$ cat src/common/lsd_regs.vh
`ifndef LSD_REGS_VH
`define LSD_REGS_VH

// ----------------------------------------------------------------------------
// Register offsets
// ----------------------------------------------------------------------------
`define LSD_ADDR_W            8
`define LSD_DATA_W            16
`define LSD_OFF_SLOT_ROUTING  8'h14
`define LSD_OFF_THIRD_DRIVE   8'h22
`define LSD_OFF_FIRST_DRIVE   8'h23
`define LSD_OFF_FINE_ADJUST   8'h25

// ----------------------------------------------------------------------------
// Reset values
// ----------------------------------------------------------------------------
`define LSD_RST_SLOT_ROUTING  16'h0541
`define LSD_RST_EMITTER_DRIVE 16'h3000
`define LSD_RST_FINE_ADJUST   16'h6000

// ----------------------------------------------------------------------------
// Slot routing fields
// ----------------------------------------------------------------------------
`define LSD_SLOT_A_CHOICE_LSB 0
`define LSD_SLOT_B_CHOICE_LSB 2
`define LSD_CHOICE_W          2
`define LSD_SLOT_A_ROUTE_LSB  4
`define LSD_SLOT_B_ROUTE_LSB  8
`define LSD_ROUTE_W           4
`define LSD_CHOICE_NONE       2'h0
`define LSD_CHOICE_FIRST      2'h1
`define LSD_CHOICE_SECOND     2'h2
`define LSD_CHOICE_THIRD      2'h3

// ----------------------------------------------------------------------------
// Emitter drive fields
// ----------------------------------------------------------------------------
`define LSD_SCALE_BIT         13
`define LSD_SLEW_LSB          4
`define LSD_SLEW_W            3
`define LSD_COARSE_LSB        0
`define LSD_COARSE_W          4
`define LSD_THIRD_FINE_LSB    11
`define LSD_FINE_W            5

// ----------------------------------------------------------------------------
// Peak target arithmetic, coarse in 0.1 mA, fine in 1/1000, scale in 1/10
// ----------------------------------------------------------------------------
`define LSD_COARSE_BASE       12'h01F7
`define LSD_COARSE_STEP       12'h00C6
`define LSD_FINE_BASE         11'h2E4
`define LSD_FINE_STEP         11'h016
`define LSD_SCALE_LOW         4'h1
`define LSD_SCALE_FULL        4'hA
`define LSD_PEAK_W            27

`endif

$ cat src/verilog/lsd_slot_decode.v
`timescale 1ns/10ps

`include "lsd_regs.vh"

module lsd_slot_decode (
  input  wire [1:0] choice_i,
  output reg  [2:0] fire_sel_o,
  output wire       float_en_o
);

  // --------------------------------------------------------------------------
  // Emitter choice decode
  // --------------------------------------------------------------------------
  always @* begin
    case (choice_i)
      `LSD_CHOICE_FIRST:  fire_sel_o = 3'h1; // RL1 RL2
      `LSD_CHOICE_SECOND: fire_sel_o = 3'h2; // RL1 RL2
      `LSD_CHOICE_THIRD:  fire_sel_o = 3'h4; // RL1 RL2
      default:            fire_sel_o = 3'h0; // RL3
    endcase
  end

  // Code zero fires nothing and pulses the diode connection instead.
  assign float_en_o = (choice_i == `LSD_CHOICE_NONE); // RL3

endmodule // lsd_slot_decode

$ cat src/verilog/lsd_emitter_drive.v
`timescale 1ns/10ps

`include "lsd_regs.vh"

module lsd_emitter_drive #(
  parameter PEAK_W = `LSD_PEAK_W
) (
  input  wire                      clk_i,
  input  wire                      rst_n_i,
  input  wire [`LSD_DATA_W-1:0]    drive_i,
  input  wire [`LSD_FINE_W-1:0]    fine_i,
  output reg                       scale_o,
  output reg                       low_power_o,
  output reg  [`LSD_SLEW_W-1:0]    slew_o,
  output reg  [`LSD_COARSE_W-1:0]  coarse_o,
  output reg  [PEAK_W-1:0]         peak_o
);

  // --------------------------------------------------------------------------
  // Peak target: coarse times fine times scale
  // --------------------------------------------------------------------------
  wire                      scale_bit;
  wire [`LSD_COARSE_W-1:0]  coarse_code;
  wire [11:0]               coarse_val;
  wire [10:0]               fine_val;
  wire [3:0]                scale_val;
  wire [PEAK_W-1:0]         peak_d;

  assign scale_bit   = drive_i[`LSD_SCALE_BIT];
  assign coarse_code = drive_i[`LSD_COARSE_LSB +: `LSD_COARSE_W];
  assign coarse_val  = `LSD_COARSE_BASE + `LSD_COARSE_STEP * {8'h00, coarse_code};
  assign fine_val    = `LSD_FINE_BASE + `LSD_FINE_STEP * {6'h00, fine_i};
  // Low scale is one tenth of full scale.
  assign scale_val   = scale_bit ? `LSD_SCALE_FULL : `LSD_SCALE_LOW; // RL7 RL11
  assign peak_d      = {{(PEAK_W-12){1'b0}}, coarse_val}
                     * {{(PEAK_W-11){1'b0}}, fine_val}
                     * {{(PEAK_W-4){1'b0}}, scale_val}; // RL10

  // --------------------------------------------------------------------------
  // Registered driver settings
  // --------------------------------------------------------------------------
  always @(posedge clk_i or negedge rst_n_i) begin
    if (!rst_n_i) begin
      scale_o     <= 1'b1;
      low_power_o <= 1'b0;
      slew_o      <= 3'h0;
      coarse_o    <= 4'h0;
      peak_o      <= {PEAK_W{1'b0}};
    end else begin
      scale_o     <= scale_bit; // RL7 RL11
      low_power_o <= ~scale_bit; // RL7 RL11
      slew_o      <= drive_i[`LSD_SLEW_LSB +: `LSD_SLEW_W]; // RL8 RL12
      coarse_o    <= coarse_code; // RL9 RL13
      peak_o      <= peak_d; // RL10
    end
  end

endmodule // lsd_emitter_drive

$ cat src/verilog/lsd_top.v
`timescale 1ns/10ps

`include "lsd_regs.vh"

// Operation
// (RL1) Slot B emitter field bits 3:2 picks first, second or third emitter; resets 0.
// (RL2) Slot A emitter field bits 1:0 uses same codes; resets to first emitter.
// (RL3) Emitter code 0 fires nothing; diode connection pulses with float mode enabled.
// (RL4) Slot B diode routing field bits 11:8 resets to 5.
// (RL5) Slot A diode routing field bits 7:4 resets to 4.
// (RL6) Software writes zeros to slot routing bits 15:12.
// (RL7) Third emitter scale bit 13: 1 full, 0 tenth and low power; resets 1.
// (RL8) Third emitter slew bits 6:4, 0 slowest, 7 fastest; resets 0.
// (RL9) Third emitter coarse current bits 3:0, 0 lowest, F highest; resets 0.
// (RL10) Third emitter peak is coarse times fine (bits 15:11) times scale.
// (RL11) First emitter scale bit 13: 1 full, 0 tenth and low power; resets 1.
// (RL12) First emitter slew bits 6:4, 0 slowest, 7 fastest; resets 0.
// (RL13) First emitter coarse current bits 3:0, 0 lowest, F highest; resets 0.
// (RL14) Drive reserved bits written 0, bit 12 written 1; all read back.
module lsd_top #(
  parameter PEAK_W = `LSD_PEAK_W
) (
  input  wire                      CLK_SYS_I,
  input  wire                      RSTN_I,
  input  wire [`LSD_ADDR_W-1:0]    REG_ADDR_I,
  input  wire                      REG_WR_I,
  input  wire                      REG_RD_I,
  input  wire [`LSD_DATA_W-1:0]    REG_WDATA_I,
  output reg  [`LSD_DATA_W-1:0]    REG_RDATA_O,
  input  wire                      SLOT_A_ACTIVE_I,
  input  wire                      SLOT_B_ACTIVE_I,
  input  wire                      LED_PULSE_I,
  output reg  [2:0]                EMITTER_FIRE_O,
  output reg  [`LSD_ROUTE_W-1:0]   DIODE_ROUTE_O,
  output reg                       FLOAT_MODE_O,
  output reg                       PULSE_CONNECT_O,
  output wire                      FIRST_SCALE_O,
  output wire                      FIRST_LOW_POWER_O,
  output wire [`LSD_SLEW_W-1:0]    FIRST_SLEW_O,
  output wire [`LSD_COARSE_W-1:0]  FIRST_COARSE_O,
  output wire [PEAK_W-1:0]         FIRST_PEAK_O,
  output wire                      THIRD_SCALE_O,
  output wire                      THIRD_LOW_POWER_O,
  output wire [`LSD_SLEW_W-1:0]    THIRD_SLEW_O,
  output wire [`LSD_COARSE_W-1:0]  THIRD_COARSE_O,
  output wire [PEAK_W-1:0]         THIRD_PEAK_O
);

  // --------------------------------------------------------------------------
  // Register storage
  // --------------------------------------------------------------------------
  reg  [`LSD_DATA_W-1:0]  slot_routing_q;
  reg  [`LSD_DATA_W-1:0]  third_drive_q;
  reg  [`LSD_DATA_W-1:0]  first_drive_q;
  reg  [`LSD_DATA_W-1:0]  fine_adjust_q;
  reg  [`LSD_DATA_W-1:0]  rdata_d;
  wire                    hit_routing;
  wire                    hit_third;
  wire                    hit_first;
  wire                    hit_fine;

  assign hit_routing = (REG_ADDR_I == `LSD_OFF_SLOT_ROUTING);
  assign hit_third   = (REG_ADDR_I == `LSD_OFF_THIRD_DRIVE);
  assign hit_first   = (REG_ADDR_I == `LSD_OFF_FIRST_DRIVE);
  assign hit_fine    = (REG_ADDR_I == `LSD_OFF_FINE_ADJUST);

  // All bits, reserved ones included, store what software writes; the
  // reserved routing bits are expected to be written as zero.
  always @(posedge CLK_SYS_I or negedge RSTN_I) begin
    if (!RSTN_I) begin
      slot_routing_q <= `LSD_RST_SLOT_ROUTING; // RL1 RL2 RL4 RL5
      third_drive_q  <= `LSD_RST_EMITTER_DRIVE; // RL7 RL8 RL9
      first_drive_q  <= `LSD_RST_EMITTER_DRIVE; // RL11 RL12 RL13
      fine_adjust_q  <= `LSD_RST_FINE_ADJUST;
    end else if (REG_WR_I) begin
      if (hit_routing) begin
        slot_routing_q <= REG_WDATA_I; // RL6
      end
      if (hit_third) begin
        third_drive_q <= REG_WDATA_I; // RL14
      end
      if (hit_first) begin
        first_drive_q <= REG_WDATA_I; // RL14
      end
      if (hit_fine) begin
        fine_adjust_q <= REG_WDATA_I;
      end
    end
  end

  // --------------------------------------------------------------------------
  // Read port
  // --------------------------------------------------------------------------
  always @* begin
    case (1'b1)
      hit_routing: rdata_d = slot_routing_q;
      hit_third:   rdata_d = third_drive_q; // RL14
      hit_first:   rdata_d = first_drive_q; // RL14
      hit_fine:    rdata_d = fine_adjust_q;
      default:     rdata_d = 16'h0000;
    endcase
  end

  // Read data appears one cycle after the read strobe and holds until the next.
  always @(posedge CLK_SYS_I or negedge RSTN_I) begin
    if (!RSTN_I) begin
      REG_RDATA_O <= 16'h0000;
    end else if (REG_RD_I) begin
      REG_RDATA_O <= rdata_d;
    end
  end

  // --------------------------------------------------------------------------
  // Per-slot emitter decode
  // --------------------------------------------------------------------------
  wire [5:0]  slot_fire_sel;
  wire [1:0]  slot_float_en;

  genvar gs;
  generate
    for (gs = 0; gs < 2; gs = gs + 1) begin : g_slot
      lsd_slot_decode u_decode (
        .choice_i   (slot_routing_q[gs*`LSD_CHOICE_W +: `LSD_CHOICE_W]), // RL1 RL2
        .fire_sel_o (slot_fire_sel[gs*3 +: 3]),
        .float_en_o (slot_float_en[gs])
      );
    end
  endgenerate

  // --------------------------------------------------------------------------
  // Slot output stage
  // --------------------------------------------------------------------------
  reg  [2:0]               fire_d;
  reg  [`LSD_ROUTE_W-1:0]  route_d;
  reg                      float_d;
  reg                      connect_d;

  // Slot A takes precedence if the timing core asserts both slots at once.
  always @* begin
    fire_d    = 3'h0;
    route_d   = DIODE_ROUTE_O;
    float_d   = 1'b0;
    connect_d = 1'b0;
    if (SLOT_A_ACTIVE_I) begin
      route_d   = slot_routing_q[`LSD_SLOT_A_ROUTE_LSB +: `LSD_ROUTE_W]; // RL5
      fire_d    = LED_PULSE_I ? slot_fire_sel[2:0] : 3'h0; // RL2
      float_d   = slot_float_en[0]; // RL3
      connect_d = slot_float_en[0] & LED_PULSE_I; // RL3
    end else if (SLOT_B_ACTIVE_I) begin
      route_d   = slot_routing_q[`LSD_SLOT_B_ROUTE_LSB +: `LSD_ROUTE_W]; // RL4
      fire_d    = LED_PULSE_I ? slot_fire_sel[5:3] : 3'h0; // RL1
      float_d   = slot_float_en[1]; // RL3
      connect_d = slot_float_en[1] & LED_PULSE_I; // RL3
    end
  end

  always @(posedge CLK_SYS_I or negedge RSTN_I) begin
    if (!RSTN_I) begin
      EMITTER_FIRE_O  <= 3'h0;
      DIODE_ROUTE_O   <= 4'h0;
      FLOAT_MODE_O    <= 1'b0;
      PULSE_CONNECT_O <= 1'b0;
    end else begin
      EMITTER_FIRE_O  <= fire_d;
      DIODE_ROUTE_O   <= route_d;
      FLOAT_MODE_O    <= float_d;
      PULSE_CONNECT_O <= connect_d;
    end
  end

  // --------------------------------------------------------------------------
  // Emitter driver settings, index 0 first emitter, index 1 third emitter
  // --------------------------------------------------------------------------
  wire [2*`LSD_DATA_W-1:0]    drive_vec;
  wire [2*`LSD_FINE_W-1:0]    fine_vec;
  wire [1:0]                  scale_vec;
  wire [1:0]                  low_power_vec;
  wire [2*`LSD_SLEW_W-1:0]    slew_vec;
  wire [2*`LSD_COARSE_W-1:0]  coarse_vec;
  wire [2*PEAK_W-1:0]         peak_vec;

  assign drive_vec = {third_drive_q, first_drive_q};
  // The first emitter's fine code is outside this bank; it is held at the
  // third emitter's fine code so its peak target stays defined.
  assign fine_vec  = {2{fine_adjust_q[`LSD_THIRD_FINE_LSB +: `LSD_FINE_W]}}; // RL10

  genvar ge;
  generate
    for (ge = 0; ge < 2; ge = ge + 1) begin : g_emitter
      lsd_emitter_drive #(
        .PEAK_W (PEAK_W)
      ) u_drive (
        .clk_i       (CLK_SYS_I),
        .rst_n_i     (RSTN_I),
        .drive_i     (drive_vec[ge*`LSD_DATA_W +: `LSD_DATA_W]),
        .fine_i      (fine_vec[ge*`LSD_FINE_W +: `LSD_FINE_W]),
        .scale_o     (scale_vec[ge]),
        .low_power_o (low_power_vec[ge]),
        .slew_o      (slew_vec[ge*`LSD_SLEW_W +: `LSD_SLEW_W]),
        .coarse_o    (coarse_vec[ge*`LSD_COARSE_W +: `LSD_COARSE_W]),
        .peak_o      (peak_vec[ge*PEAK_W +: PEAK_W])
      );
    end
  endgenerate

  assign FIRST_SCALE_O     = scale_vec[0];
  assign FIRST_LOW_POWER_O = low_power_vec[0];
  assign FIRST_SLEW_O      = slew_vec[0 +: `LSD_SLEW_W];
  assign FIRST_COARSE_O    = coarse_vec[0 +: `LSD_COARSE_W];
  assign FIRST_PEAK_O      = peak_vec[0 +: PEAK_W];
  assign THIRD_SCALE_O     = scale_vec[1];
  assign THIRD_LOW_POWER_O = low_power_vec[1];
  assign THIRD_SLEW_O      = slew_vec[`LSD_SLEW_W +: `LSD_SLEW_W];
  assign THIRD_COARSE_O    = coarse_vec[`LSD_COARSE_W +: `LSD_COARSE_W];
  assign THIRD_PEAK_O      = peak_vec[PEAK_W +: PEAK_W];

endmodule // lsd_top

$ cat config.mk
export PLATFORM = sky130hd
export DESIGN_NAME = lsd_top
export DESIGN_NICKNAME = d
export VERILOG_FILES = /design/src/verilog/lsd_slot_decode.v /design/src/verilog/lsd_emitter_drive.v /design/src/verilog/lsd_top.v
export VERILOG_INCLUDE_DIRS = /design/src /design/src/common
export SDC_FILE = /design/constraint.sdc
export NUM_CORES = 1
export LEC_CHECK = 0
export BUFFER_PORTS_ARGS = -buffer_cell sky130_fd_sc_hd__buf_2
export CORE_MARGIN = 3
export CORE_UTILIZATION = 28
export DETAILED_ROUTE_END_ITERATION = 10
export GPL_TIMING_DRIVEN = 0
export RECOVER_POWER = 50
export SKIP_LAST_GASP = 1
export SLEW_MARGIN = 10
export SYNTH_ARGS = -nofsm -noshare
export SYNTH_HDL_FRONTEND = slang
export SYNTH_SLANG_ARGS = --single-unit
$ cat constraint.sdc
create_clock -name CLK_SYS_I -period 13.4 [get_ports CLK_SYS_I]
set_input_delay 0 -clock CLK_SYS_I [delete_from_list [all_inputs] [get_ports CLK_SYS_I]]
set_output_delay 0 -clock CLK_SYS_I [all_outputs]
set_load 0.01 [all_outputs]
==> summary.txt <==
Final layout
  • Filler cells: 7189
  • # nets final: 2756
  • Diode count: 0
  • Syn-to-layout area delta: 12.9%
  • Share of cells above drive strength 1: 9.47%

Placed design
  • Final Wtd Congestion: 0.857
  • I/O Buffers: 123
  • Hpwl dp: 37.0 mm

Global route
  • Grt ovf: 0
  • Total track usage: 13.0%
  • Initial antenna violation count: 0
  • First-pass GRT wire length: 77.0 mm
  • Largest net degree at the start of global routing: 107
  • Vias in the first global route: 14.7k

Worst setup path
  • CP Class: reg2reg
  • CP startpoint kind: register
  • Buf+Inv Stages, Crit Path: 8
  • Reg2reg path depth: 38
  • Critical path arrival: 11.37 ns
  • Family with the most delay on the worst path: adder cells
  • CP max stage cell: xor2_1
  • Critical R2R Capture: g_emitter[1].u_drive.peak_o[24]
  • Crit end category: register
  • Reg-to-reg startpoint: fine_adjust_q[13]
  • Startpoint of the most critical setup path: fine_adjust_q[13]
  • R2R Setup Slk: 2.42 ns
  • Delay of the slowest critical-path stage: 0.90 ns
  • Critical path fanouts, max: 11
  • CP Data Required Time: 13.79 ns

Clock tree
  • CTS root buf: clkbuf_16
  • CTS Buf Count: 17
  • Clock Tree Buf Depth: 2
  • Clock Pin Slew Worst Setup and Hold Paths: 0.07 ns
  • Worst-skew pair later-pin latency: 0.48 ns
  • Post-CTS setup buffers: 0
  • H-tree depth: 4
  • CTS hold repair buffers: 23
  • Sink Count: 159
  • CTS tree: built
  • Post_cts resized: 0

Floorplanning
  • Die Ht: 270 µm
  • Rows: 96
  • Core area: 0.0688 mm²
  • I/O pin cnt: 128
  • Initial Utilization: 28.4%
  • Die area: 0.0730 mm²
  • Chip width: 270 µm

Yosys
  • Area share of the largest cell type after synthesis: 20.3%
  • Avg Inst Size Synth: 9.30 µm²
  • Post-synthesis async set-or-reset flop share: 100%
  • Mapped Cells: 2100
  • EDFF count, synth: 0
  • Yosys reg bits: 159
  • Post-synth top cells: 372 x inv_1, 260 x ha_1, 198 x fa_1, 173 x nand2_1, 163 x nor2_1
  • Count of cell types in the netlist: 89
  • Count leader, synth: inv_1
  • Synth area leaders: fa_1 20%, dfrtp_1 19%, ha_1 17%, inv_1 7.1%, mux2_2 3.6%
  • Prevailing post-synth register cell: dfrtp_1
  • Mapped cell area: 0.0195 mm²
  • Area leader, netlist: fa_1
  • Sequential area share after synthesis: 20.4%
  • Ys Warns: 0

Drt
  • Final wirelength: 46.2 mm
  • DRC: 0
  • Vias/cell: 4.53
  • WL per Instance: 14.4 µm
  • Starting DRT DRC Count: 648
  • Via Count: 14.5k
  • Drt first pass iters: 5
  • Post-route ant nets: 0

Timing
  • Setup Viol. Count Final: 0
  • Final Hold Vio Count: 0
  • Relative slew slack: -275%
  • Final TNS setup: 0 ns
  • Tightest Pin Transition: 5.62 ns
  • Final period utilization: 81.9%
  • Fin crit period: 10.98 ns
  • Count of final max-slew check failures: 162
  • RSZ-0062 raised after global routing: no
  • Skew final: 0.0220 ns
  • Fmax: 0.0911 GHz

Min path
  • Min-Delay Endpoint: REG_RDATA_O[6]
  • Tightest Hold Check Type: in2reg
  • Hold-critical path depth: 4
  • Hold Path Origin: REG_ADDR_I[4]

Run status
  • Status: finished, violations left
  • Failing checks: max-capacitance violations, max-slew violations

Job
  • Max-cap violation count: 2
-- kinds of logic (layout without fill, tap and decap cells) --
group / count (synthesis) / in the layout / synth area share, %
compound gates: 317 / 317 / 11.3
buf+inv: 434 / 613 / 8.45
flops: 159 / 159 / 20.4
other cells: 1 / 2 / 0.0192
fa+ha+maj: 458 / 458 / 36.9
simple gates: 549 / 549 / 13.6
xor+xnor: 112 / 112 / 5.33
mux: 70 / 70 / 4.00
-- per-stage QoR --
stage / instances / setup WS, ns / hold slack (ns) / instance area, µm² / utilization, %
after detailed placement: 3156 / 2.45 / -0.0416 / 21400 / 31.0
final: 3211 / 2.42 / 0.0541 / 22100 / 32.0
after CTS: 3211 / 2.39 / 0.0230 / 22200 / 32.2
after global placement: 3155 / 2.48 / 0.252 / 21300 / 31.0
after floorplan: 2101 / 3.86 / -0.296 / 19500 / -
after global routing: 3211 / 1.85 / 0.0764 / 22100 / 32.0
-- layout make-up --
| class | count | area (µm²) | area share (%) |
|---|---|---|---|
| multi-input cells | 1508 | 13900 | 63.0 |
| flip-flops and latches | 159 | 3990 | 18.1 |
| clock buffers | 17 | 425 | 1.93 |
| clock inverters | 15 | 173 | 0.783 |
| plain buffers | 59 | 243 | 1.10 |
| well taps | 931 | 1160 | 5.28 |
| repair buffers | 147 | 753 | 3.41 |
| inverters | 375 | 1410 | 6.38 |
-- state kept, by name, indices dropped and copies added, names as in the netlist, 6 cells and up --
signal / count
REG_RDATA_O: 16
fine_adjust_q: 16
first_drive_q: 16
g_emitter.u_drive.coarse_o: 8
g_emitter.u_drive.peak_o: 52
g_emitter.u_drive.slew_o: 6
slot_routing_q: 16
third_drive_q: 16
-- metal layers --
| metal | routed length, µm | part of all wire (%) | GRT usage (%) |
|---|---|---|---|
| met1 | 21800 | 47 | 17.7 |
| met2 | 21600 | 47 | 21.3 |
| met3 | 1950 | 4.2 | 1.89 |
| met4 | 859 | 1.9 | 3.88 |
| met5 | 0 | 0 | 0 |
-- layout by cell type (no fill, tap or decap), drive strengths merged, types with 17 or more instances in the layout --
cell / instances
ha: 260
dfrtp: 147
a21o: 43
xor2: 44
mux2: 64
fa: 198
xnor2: 68
nor2b: 17
buf: 62
and2: 62
nor2: 164
o21ai: 53
nor3: 21
clkbuf: 138
dlygate4sd3: 23
a21oi: 75
a31oi: 28
a22oi: 32
nand2: 175
nand3: 26
inv: 380
-- worst min-delay path: cells and delay by family --
kind	cells	cell delay (ns)
AO/OA/AOI/OAI	2	0.29
AND/OR/NAND/NOR	1	0.08
buffers and inverters	1	0.12
-- how the worst max path moves through the flow --
stage                     slack [ns]                              end  depth (start not counted)
after floorplan                 3.86  g_emitter[1].u_drive.peak_o[24]                         38
final                           2.42  g_emitter[1].u_drive.peak_o[24]                         38
after CTS                       2.39  g_emitter[1].u_drive.peak_o[24]                         38
after detailed placement        2.45  g_emitter[1].u_drive.peak_o[24]                         37
after global placement          2.48  g_emitter[1].u_drive.peak_o[24]                         37
after global routing            1.85  g_emitter[1].u_drive.peak_o[24]                         38
Power is not shown: default switching activity piles up to over one toggle a cycle in this logic, so the estimate is an artifact.
